`config.mk`:
```
export PLATFORM = sky130hd
export DESIGN_NAME = pwm_restart_deadband_steering
export DESIGN_NICKNAME = d
export VERILOG_FILES = /design/src/logic/pwm_steer_pkg.sv /design/src/logic/deadband_if.sv /design/src/logic/deadband_delay.sv /design/src/logic/pwm_restart_deadband_steering.sv
export SDC_FILE = /design/constraint.sdc
export NUM_CORES = 1
export LEC_CHECK = 0
export BUFFER_PORTS_ARGS = -buffer_cell sky130_fd_sc_hd__buf_4
export CORE_ASPECT_RATIO = 2
export CORE_MARGIN = 4
export CORE_UTILIZATION = 54
export CTS_CLUSTER_SIZE = 10
export DETAILED_ROUTE_END_ITERATION = 6
export PLACE_DENSITY = 0.77
export SETUP_SLACK_MARGIN = 0.05
export SYNTH_ARGS = -nofsm -noshare
export SYNTH_HDL_FRONTEND = slang
export SYNTH_SLANG_ARGS = --single-unit
```
`constraint.sdc`:
```
create_clock -name aclk -period 3.5 [get_ports aclk]
set_input_delay 0.7 -clock aclk [delete_from_list [all_inputs] [get_ports aclk]]
set_output_delay 0.7 -clock aclk [all_outputs]
set_load 0.02 [all_outputs]
```
`src/logic/pwm_steer_pkg.sv`:
```
/*
 * Constants for the restart, dead-band and steering output stage:
 * register offsets, field positions, reset values and timing counts.
 * Assumes a 50 MHz aclk and an instruction cycle of 200 ns.
 */
`default_nettype none

package pwm_steer_pkg;

	// Register byte offsets
	localparam logic [4:0] OFF_PWM_CTRL   = 5'h00;
	localparam logic [4:0] OFF_STEER_CTRL = 5'h04;
	localparam logic [4:0] OFF_SHUTDOWN   = 5'h08;
	localparam logic [4:0] OFF_IRQ_STATUS = 5'h0c;
	localparam logic [4:0] OFF_IRQ_MASK   = 5'h10;

	// Register indices
	localparam logic [2:0] IDX_PWM_CTRL   = 3'h0;
	localparam logic [2:0] IDX_STEER_CTRL = 3'h1;
	localparam logic [2:0] IDX_SHUTDOWN   = 3'h2;
	localparam logic [2:0] IDX_IRQ_STATUS = 3'h3;
	localparam logic [2:0] IDX_IRQ_MASK   = 3'h4;
	localparam logic [2:0] IDX_NONE       = 3'h7;

	// Field positions
	localparam int AUTO_RESTART_BIT = 7;
	localparam int DB_COUNT_W       = 7;
	localparam int STEER_SYNC_BIT   = 4;
	localparam int STEER_W          = 5;
	localparam int SHUT_FLAG_BIT    = 0;
	localparam int IRQ_SHUT_BIT     = 0;
	localparam int IRQ_RESUME_BIT   = 1;
	localparam int IRQ_W            = 2;

	// Reset values
	localparam logic [7:0]         PWM_CTRL_RESET   = 8'h00;
	localparam logic [STEER_W-1:0] STEER_CTRL_RESET = 5'h01;
	localparam logic [IRQ_W-1:0]   IRQ_MASK_RESET   = 2'h0;

	// Mode encodings
	localparam logic [1:0] CCP_PWM_MODE    = 2'h3;
	localparam logic [1:0] CFG_SINGLE      = 2'h0;
	localparam logic [1:0] CFG_HALF_BRIDGE = 2'h2;

	// AXI responses
	localparam logic [1:0] RESP_OKAY   = 2'h0;
	localparam logic [1:0] RESP_SLVERR = 2'h2;

	// Timing: one dead-band count is one instruction cycle
	localparam int CLK_PERIOD_NS = 20;
	localparam int TCY_NS        = 200;
	localparam int TCY_CYCLES    = (TCY_NS + CLK_PERIOD_NS - 1) / CLK_PERIOD_NS;
	localparam int DB_CYC_W      = 11;

	typedef enum logic [1:0] {
		ST_RUN  = 2'b00,
		ST_SHUT = 2'b01,
		ST_ARM  = 2'b10
	} run_state_t;

endpackage

`default_nettype wire

```
`src/logic/deadband_if.sv`:
```
/*
 * Connection between the output stage and one dead-band delay channel.
 * Assumes both ends run on the same aclk.
 */
`timescale 1ns/1ps
`default_nettype none

interface deadband_if;
	import pwm_steer_pkg::*;
	logic                  active_in;
	logic [DB_COUNT_W-1:0] delay_count;
	logic                  active_out;

	modport owner (output active_in, output delay_count, input active_out);
	modport delay (input active_in, input delay_count, output active_out);
endinterface

`default_nettype wire

```
`src/logic/deadband_delay.sv`:
```
/*
 * One dead-band channel: delays inactive-to-active edges, passes the
 * active-to-inactive edges at once.
 * Assumes active_in is synchronous to aclk.
 */
`timescale 1ns/1ps
`default_nettype none

module deadband_delay (
	input  wire logic       aclk,
	input  wire logic       aresetn,
	deadband_if.delay       db
);
	import pwm_steer_pkg::*;

	logic                active_q_reg;
	logic                waiting_reg;
	logic [DB_CYC_W-1:0] cnt_reg;
	logic                out_reg;
	logic [DB_CYC_W-1:0] load_cycles;

	assign load_cycles = DB_CYC_W'(db.delay_count * TCY_CYCLES);
	assign db.active_out = out_reg;

	always_ff @(posedge aclk) begin
		if (!aresetn) begin
			active_q_reg <= 1'b0;
		end else begin
			active_q_reg <= db.active_in;
		end
	end

	always_ff @(posedge aclk) begin
		if (!aresetn) begin
			waiting_reg <= 1'b0;
			cnt_reg     <= '0;
			out_reg     <= 1'b0;
		end else if (!db.active_in) begin
			waiting_reg <= 1'b0;
			out_reg     <= 1'b0;
		end else if (!active_q_reg) begin
			if (load_cycles == '0) begin
				out_reg <= 1'b1;
			end else begin
				waiting_reg <= 1'b1;
				cnt_reg     <= load_cycles - DB_CYC_W'(1);
			end
		end else if (waiting_reg) begin
			if (cnt_reg == '0) begin
				waiting_reg <= 1'b0;
				out_reg     <= 1'b1;
			end else begin
				cnt_reg <= cnt_reg - DB_CYC_W'(1);
			end
		end
	end

endmodule

`default_nettype wire

```
`src/logic/pwm_restart_deadband_steering.sv`:
```
/*
 * Enhanced PWM output stage: auto-restart after shutdown, half-bridge
 * dead-band and single-output pulse steering, with an AXI4-Lite slave.
 * Assumes a PWM waveform and period-start pulse on aclk, and an
 * asynchronous shutdown level.
 */
// Design decisions made here: the AXI4-Lite slave port and the address map.
`timescale 1ns/1ps
`default_nettype none

////////////////////////////////////////////////////////////////////////////////
module pwm_restart_deadband_steering (
	input  wire logic        aclk,
	input  wire logic        aresetn,
	input  wire logic [4:0]  s_axi_awaddr,
	input  wire logic [2:0]  s_axi_awprot,
	input  wire logic        s_axi_awvalid,
	output logic             s_axi_awready,
	input  wire logic [31:0] s_axi_wdata,
	input  wire logic [3:0]  s_axi_wstrb,
	input  wire logic        s_axi_wvalid,
	output logic             s_axi_wready,
	output logic [1:0]       s_axi_bresp,
	output logic             s_axi_bvalid,
	input  wire logic        s_axi_bready,
	input  wire logic [4:0]  s_axi_araddr,
	input  wire logic [2:0]  s_axi_arprot,
	input  wire logic        s_axi_arvalid,
	output logic             s_axi_arready,
	output logic [31:0]      s_axi_rdata,
	output logic [1:0]       s_axi_rresp,
	output logic             s_axi_rvalid,
	input  wire logic        s_axi_rready,
	input  wire logic        pwm_in,
	input  wire logic        period_start,
	input  wire logic        shutdown_level,
	input  wire logic [1:0]  ccp_mode_upper_bits,
	input  wire logic [1:0]  output_polarity_bits,
	input  wire logic [1:0]  output_configuration_field,
	input  wire logic [1:0]  shutdown_state_ac,
	input  wire logic [1:0]  shutdown_state_bd,
	output logic             pwm_output_a,
	output logic             pwm_output_b,
	output logic             pwm_output_c,
	output logic             pwm_output_d,
	output logic             pwm_drive_a,
	output logic             pwm_drive_b,
	output logic             pwm_drive_c,
	output logic             pwm_drive_d,
	output logic             irq
);
	import pwm_steer_pkg::*;

	function automatic logic [2:0] reg_index(input logic [4:0] addr);
		case (addr)
			OFF_PWM_CTRL:   reg_index = IDX_PWM_CTRL;
			OFF_STEER_CTRL: reg_index = IDX_STEER_CTRL;
			OFF_SHUTDOWN:   reg_index = IDX_SHUTDOWN;
			OFF_IRQ_STATUS: reg_index = IDX_IRQ_STATUS;
			OFF_IRQ_MASK:   reg_index = IDX_IRQ_MASK;
			default:        reg_index = IDX_NONE;
		endcase
	endfunction

	////////////////////////////////////////////////////////////////////////////
	// Registers and state

	logic [7:0]         pwm_ctrl_reg;
	logic [STEER_W-1:0] steer_ctrl_reg;
	logic [3:0]         steer_active_reg;
	logic               steer_pending_reg;
	logic               shutdown_event_flag_reg;
	logic [IRQ_W-1:0]   irq_status_reg;
	logic [IRQ_W-1:0]   irq_mask_reg;
	run_state_t         state_reg;
	run_state_t         state_next;
	logic               shut_meta_reg;
	logic               shut_sync_reg;
	logic               aw_hold_reg;
	logic [4:0]         aw_addr_reg;
	logic               w_hold_reg;
	logic [31:0]        w_data_reg;
	logic [3:0]         w_steer_enable_pin_b_reg;
	logic [3:0]         pin_level_reg;
	logic [3:0]         pin_drive_reg;
	logic               do_write;
	logic [2:0]         wr_idx;
	logic               wr_byte0;
	logic               auto_restart_enable;
	logic               steering_sync_select;
	logic               steer_mode;
	logic               half_bridge;
	logic               in_shutdown;
	logic [IRQ_W-1:0]   irq_set;
	logic [1:0]         db_out;

	assign auto_restart_enable  = pwm_ctrl_reg[AUTO_RESTART_BIT];
	assign steering_sync_select = steer_ctrl_reg[STEER_SYNC_BIT];
	assign steer_mode  = (ccp_mode_upper_bits == CCP_PWM_MODE) &&
	                     (output_configuration_field == CFG_SINGLE);
	assign half_bridge = (ccp_mode_upper_bits == CCP_PWM_MODE) &&
	                     (output_configuration_field == CFG_HALF_BRIDGE);
	assign in_shutdown = (state_reg != ST_RUN);

	////////////////////////////////////////////////////////////////////////////
	// Shutdown level synchroniser

	always_ff @(posedge aclk) begin
		if (!aresetn) begin
			shut_meta_reg <= 1'b0;
			shut_sync_reg <= 1'b0;
		end else begin
			shut_meta_reg <= shutdown_level;
			shut_sync_reg <= shut_meta_reg;
		end
	end

	////////////////////////////////////////////////////////////////////////////
	// AXI4-Lite write channel

	assign s_axi_awready = !aw_hold_reg;
	assign s_axi_wready  = !w_hold_reg;
	assign do_write      = aw_hold_reg && w_hold_reg && !s_axi_bvalid;
	assign wr_idx        = reg_index(aw_addr_reg);
	assign wr_byte0      = do_write && w_steer_enable_pin_b_reg[0];

	always_ff @(posedge aclk) begin
		if (!aresetn) begin
			aw_hold_reg  <= 1'b0;
			aw_addr_reg  <= '0;
			w_hold_reg   <= 1'b0;
			w_data_reg   <= '0;
			w_steer_enable_pin_b_reg   <= '0;
			s_axi_bvalid <= 1'b0;
			s_axi_bresp  <= RESP_OKAY;
		end else begin
			if (s_axi_awvalid && !aw_hold_reg) begin
				aw_hold_reg <= 1'b1;
				aw_addr_reg <= s_axi_awaddr;
			end
			if (s_axi_wvalid && !w_hold_reg) begin
				w_hold_reg <= 1'b1;
				w_data_reg <= s_axi_wdata;
				w_steer_enable_pin_b_reg <= s_axi_wstrb;
			end
			if (do_write) begin
				aw_hold_reg  <= 1'b0;
				w_hold_reg   <= 1'b0;
				s_axi_bvalid <= 1'b1;
				s_axi_bresp  <= (wr_idx == IDX_NONE) ? RESP_SLVERR : RESP_OKAY;
			end else if (s_axi_bready) begin
				s_axi_bvalid <= 1'b0;
			end
		end
	end

	////////////////////////////////////////////////////////////////////////////
	// AXI4-Lite read channel

	assign s_axi_arready = !s_axi_rvalid;

	always_ff @(posedge aclk) begin
		if (!aresetn) begin
			s_axi_rvalid <= 1'b0;
			s_axi_rdata  <= '0;
			s_axi_rresp  <= RESP_OKAY;
		end else if (s_axi_arvalid && !s_axi_rvalid) begin
			s_axi_rvalid <= 1'b1;
			s_axi_rresp  <= RESP_OKAY;
			case (reg_index(s_axi_araddr))
				IDX_PWM_CTRL:   s_axi_rdata <= {24'h000000, pwm_ctrl_reg};
				IDX_STEER_CTRL: s_axi_rdata <= {27'h0000000, steer_ctrl_reg};
				IDX_SHUTDOWN:   s_axi_rdata <= {31'h00000000, shutdown_event_flag_reg};
				IDX_IRQ_STATUS: s_axi_rdata <= {30'h00000000, irq_status_reg};
				IDX_IRQ_MASK:   s_axi_rdata <= {30'h00000000, irq_mask_reg};
				default: begin
					s_axi_rdata <= '0;
					s_axi_rresp <= RESP_SLVERR;
				end
			endcase
		end else if (s_axi_rready) begin
			s_axi_rvalid <= 1'b0;
		end
	end

	////////////////////////////////////////////////////////////////////////////
	// Control registers

	always_ff @(posedge aclk) begin
		if (!aresetn) begin
			pwm_ctrl_reg <= PWM_CTRL_RESET;
		end else if (wr_byte0 && wr_idx == IDX_PWM_CTRL) begin
			pwm_ctrl_reg <= w_data_reg[7:0];
		end
	end

	always_ff @(posedge aclk) begin
		if (!aresetn) begin
			steer_ctrl_reg <= STEER_CTRL_RESET;
		end else if (wr_byte0 && wr_idx == IDX_STEER_CTRL) begin
			steer_ctrl_reg <= w_data_reg[STEER_W-1:0];
		end
	end

	// Steering selection actually on the pins
	always_ff @(posedge aclk) begin
		if (!aresetn) begin
			steer_active_reg  <= STEER_CTRL_RESET[3:0];
			steer_pending_reg <= 1'b0;
		end else if (wr_byte0 && wr_idx == IDX_STEER_CTRL) begin
			if (w_data_reg[STEER_SYNC_BIT]) begin
				steer_pending_reg <= 1'b1;
			end else begin
				steer_active_reg  <= w_data_reg[3:0];
				steer_pending_reg <= 1'b0;
			end
		end else if (steer_pending_reg && period_start) begin
			steer_active_reg  <= steer_ctrl_reg[3:0];
			steer_pending_reg <= 1'b0;
		end
	end

	////////////////////////////////////////////////////////////////////////////
	// Shutdown flag and restart sequence

	always_ff @(posedge aclk) begin
		if (!aresetn) begin
			shutdown_event_flag_reg <= 1'b0;
		end else if (shut_sync_reg) begin
			shutdown_event_flag_reg <= 1'b1;
		end else if (auto_restart_enable) begin
			shutdown_event_flag_reg <= 1'b0;
		end else if (wr_byte0 && wr_idx == IDX_SHUTDOWN) begin
			shutdown_event_flag_reg <= w_data_reg[SHUT_FLAG_BIT];
		end
	end

	always_comb begin
		state_next = state_reg;
		case (state_reg)
			ST_RUN: begin
				if (shutdown_event_flag_reg || shut_sync_reg) begin
					state_next = ST_SHUT;
				end
			end
			ST_SHUT: begin
				if (!shutdown_event_flag_reg && !shut_sync_reg) begin
					state_next = ST_ARM;
				end
			end
			ST_ARM: begin
				if (shutdown_event_flag_reg || shut_sync_reg) begin
					state_next = ST_SHUT;
				end else if (period_start) begin
					state_next = ST_RUN;
				end
			end
			default: state_next = ST_SHUT;
		endcase
	end

	always_ff @(posedge aclk) begin
		if (!aresetn) begin
			state_reg <= ST_RUN;
		end else begin
			state_reg <= state_next;
		end
	end

	////////////////////////////////////////////////////////////////////////////
	// Interrupts

	assign irq_set[IRQ_SHUT_BIT]   = (state_reg == ST_RUN) && (state_next == ST_SHUT);
	assign irq_set[IRQ_RESUME_BIT] = (state_reg == ST_ARM) && (state_next == ST_RUN);

	always_ff @(posedge aclk) begin
		if (!aresetn) begin
			irq_status_reg <= '0;
		end else if (wr_byte0 && wr_idx == IDX_IRQ_STATUS) begin
			irq_status_reg <= (irq_status_reg & ~w_data_reg[IRQ_W-1:0]) | irq_set;
		end else begin
			irq_status_reg <= irq_status_reg | irq_set;
		end
	end

	always_ff @(posedge aclk) begin
		if (!aresetn) begin
			irq_mask_reg <= IRQ_MASK_RESET;
		end else if (wr_byte0 && wr_idx == IDX_IRQ_MASK) begin
			irq_mask_reg <= w_data_reg[IRQ_W-1:0];
		end
	end

	assign irq = |(irq_status_reg & irq_mask_reg);

	////////////////////////////////////////////////////////////////////////////
	// Half-bridge dead-band channels

	deadband_if db_link[2] ();

	assign db_link[0].active_in   = pwm_in;
	assign db_link[0].delay_count = pwm_ctrl_reg[DB_COUNT_W-1:0];
	assign db_link[1].active_in   = !pwm_in;
	assign db_link[1].delay_count = pwm_ctrl_reg[DB_COUNT_W-1:0];
	assign db_out[0] = db_link[0].active_out;
	assign db_out[1] = db_link[1].active_out;

	genvar g;
	generate
		for (g = 0; g < 2; g++) begin : g_db
			deadband_delay u_db (
				.aclk    (aclk),
				.aresetn (aresetn),
				.db      (db_link[g])
			);
		end
	endgenerate

	////////////////////////////////////////////////////////////////////////////
	// Output pins

	generate
		for (g = 0; g < 4; g++) begin : g_pin
			logic       en;
			logic       wave;
			logic       act_low;
			logic [1:0] shut_sel;

			always_comb begin
				if (steer_mode) begin
					en   = steer_active_reg[g];
					wave = pwm_in;
				end else if (half_bridge) begin
					en   = (g < 2);
					wave = (g < 2) ? db_out[g % 2] : 1'b0;
				end else begin
					en   = (g == 0);
					wave = (g == 0) ? pwm_in : 1'b0;
				end
			end

			assign act_low  = (g % 2 == 0) ? output_polarity_bits[1] : output_polarity_bits[0];
			assign shut_sel = (g % 2 == 0) ? shutdown_state_ac : shutdown_state_bd;

			// Driver enable comes only from the pin enable and the shutdown state
			always_ff @(posedge aclk) begin
				if (!aresetn) begin
					pin_level_reg[g] <= 1'b0;
					pin_drive_reg[g] <= 1'b0;
				end else if (!en) begin
					pin_level_reg[g] <= 1'b0;
					pin_drive_reg[g] <= 1'b0;
				end else if (in_shutdown) begin
					pin_level_reg[g] <= shut_sel[0];
					pin_drive_reg[g] <= !shut_sel[1];
				end else begin
					pin_level_reg[g] <= wave ^ act_low;
					pin_drive_reg[g] <= 1'b1;
				end
			end
		end
	endgenerate

	assign pwm_output_a = pin_level_reg[0];
	assign pwm_output_b = pin_level_reg[1];
	assign pwm_output_c = pin_level_reg[2];
	assign pwm_output_d = pin_level_reg[3];
	assign pwm_drive_a  = pin_drive_reg[0];
	assign pwm_drive_b  = pin_drive_reg[1];
	assign pwm_drive_c  = pin_drive_reg[2];
	assign pwm_drive_d  = pin_drive_reg[3];

endmodule

`default_nettype wire

```
==> results.json <==
{
  "leakage_nw": 2.353,
  "async_reset_ff_share_pct": 0,
  "fin_crit_sh_pct": 86.69,
  "drv_slew": 0,
  "clock_path_buffers": 2,
  "die_w_um": 75.24,
  "post_cts_resized": 0,
  "die_h_um": 142.5,
  "rsz0062_at_grt": "no",
  "antenna_found_initial": 0,
  "firstDrtPassIters": 4,
  "viasPerCell": 5.837,
  "largest_register_ff_count": 22,
  "hold_viol": 0,
  "dp_slack_ns": 0.4518,
  "fmax_mhz": 329.6,
  "cp_data_arrival_time_ns": 3.27,
  "worst_skew_pair.late_latency_ns": 0.34,
  "vdd_drop_max_uv": 362.9,
  "synth_edf_count": 0,
  "status": "complete, no violations",
  "pin_count": 122,
  "synth-main-ff-cell": "dfxtp_1",
  "yosysWarnings": 0,
  "wire_per_inst_um": 16.81,
  "path_cells": "ha_1 -> ha_1 -> inv_1 -> fa_1 -> xor2_2 -> nand4_2 -> or3_1 -> o21a_4 -> a22oi_1 -> nor2_1",
  "multi_input_area_um2": 2748,
  "h-tree-depth": 3,
  "port_buffers": 62,
  "area_growth_pct": 14.74,
  "max_stage_delay_ns": 0.60,
  "vias": 4331,
  "worst_slew_pin_slew_ns": 0.9008,
  "maxCapViolCount": 0,
  "synth.distinct_cells": 78,
  "cts_tree": "done",
  "drt_iter0_markers": 217,
  "nNetsFinal": 724,
  "core_area_um2": 8708,
  "worst_clock_skew_ns": 0.004388,
  "p_per_area_nw_per_um2": 435.3,
  "drive_gt1_share_pct": 16.20,
  "globalRouteOverflowTotal": 0,
  "path_class": "flop to flop",
  "drc": 0,
  "seq_area_frac_synth_pct": 37.31,
  "antenna_left": 0,
  "worst-path-buf-inv": 1,
  "final-seq-area_um2": 1822,
  "clkTransAtPathRegs_ns": 0.07,
  "cp-end-kind": "flop",
  "period_needed_ns": 3.034,
  "cts_made_buffers": 9,
  "cp_max_fo": 9,
  "layout_setup_ws_ns": 0.4660,
  "slew_headroom_pct": 39.62,
  "clockRootBuffer": "clkbuf_16",
  "hpwl_mm": 9.441,
  "critPathLaunchType": "flop",
  "cts.sinks": 91,
  "ys_ff_latch": 91,
  "critPathMostFrequentCell": "ha_1",
  "fillers": 764,
  "start_util_pct": 56.06,
  "cts_hold_buf": 0,
  "crit_family": "simple AND/OR/NAND/NOR gates",
  "finalSetupTns_ns": 0,
  "required_ns": 3.73,
  "finalSetupViolations": 0,
  "placementRows": 48,
  "timing.hold.ws_ns": 0.4379,
  "gp_congestion": 0.8972,
  "antenna_cells": 0,
  "dieArea_um2": 10720,
  "hold_path.class": "flop to flop",
  "netlist_area_um2": 4882,
  "grtUsageTotal_pct": 24.36,
  "grt_pass1_vias": 4483,
  "critical_path.slowest_cell": "or3_1",
  "grt_pass1_wl_mm": 20.10,
  "postCtsSetupBuffers": 0,
  "synth_area_per_cell_um2": 8.331,
  "syn_inst": 586,
  "totalWireLength_mm": 12.48,
  "grt_max_degree": 44
}
logic make-up after synthesis:
kind of cell / share of synthesized area, %
adder cells (fa/ha/maj): 3.742
buffers and inverters: 8.329
multiplexers: 7.022
AND/OR/NAND/NOR: 22.32
other: 0.07681
XOR/XNOR: 2.281
AO/OA/AOI/OAI: 18.91
flip-flops: 37.31
final timing paths:
kind                                      start                 endpoint  slack [ns]  cells past startpoint
worst max-delay path            pwm_ctrl_reg[0]  g_db[1].u_db.cnt_reg[3]        0.47                     10
worst min-delay path              shut_meta_reg            shut_sync_reg        0.44                      1
worst max register to register  pwm_ctrl_reg[0]  g_db[1].u_db.cnt_reg[3]        0.47                     10
worst min register to register    shut_meta_reg            shut_sync_reg        0.44                      1
power by group:
group	leakage (nW)	total (mW)	switching (mW)	internal (mW)
Clock	0.147	0.987	0.429	0.559
Sequential	0.741	1.11	0.0390	1.07
Combinational	1.46	0.338	0.205	0.133
Total	2.35	2.44	0.672	1.77
routing by layer:
layer | GRT usage, % | vias to the layer above | part of all wire (%)
met2 | 45.54 | 126 | 57
li1 | - | 2110 | -
met3 | 4.102 | 41 | 3.8
met1 | 23.00 | 2054 | 35
met4 | 15.58 | 0 | 5.2
met5 | 0 | - | 0
stage by stage:
step | util (%) | total power, mW | cells | cell area, um2
after global placement | 60.93 | 1.458 | 727 | 5306
after floorplan | - | 1.383 | 611 | 4976
final | 64.32 | 2.438 | 742 | 5602
after detailed placement | 60.93 | 1.469 | 727 | 5306
after global routing | 64.32 | 2.531 | 742 | 5602
after CTS | 64.32 | 2.453 | 742 | 5602
synthesized netlist by cell type, types with 7 or more instances:
cell	n	area (um2)
xnor2_1	8	70.07
or3_1	7	43.79
nand3_1	14	70.07
o22ai_1	9	56.30
dfxtp_1	91	1822
inv_1	26	97.59
mux2i_1	32	320.3
nand2_1	64	240.2
nor3_1	13	65.06
and2_1	9	56.30
nor2b_1	9	56.30
o21ai_0	25	125.1
buf_4	27	202.7
ha_1	13	162.7
clkbuf_1	20	75.07
a21oi_1	38	190.2
nor2_1	62	232.7
cells in the final DEF, fill, tap and decap left out, drive strengths merged, types with 13 or more instances in the layout:
master	netlist	routed
a21oi	39	39
buf	32	68
conb	1	26
dfxtp	91	91
ha	13	13
inv	26	30
mux2i	32	32
nand2	65	65
nand3	14	14
nor2	64	64
nor3	15	15
o21ai	30	30
layout make-up:
class	instances	area share (%)
Clock buffer	9	4.021
Clock inverter	6	1.251
Inverter	27	1.809
Multi-Input combinational cell	441	49.05
Sequential cell	91	32.52
Tap cell	100	2.234
Timing Repair Buffer	68	9.113
No activity file was read; power rests on OpenSTA's default activity.
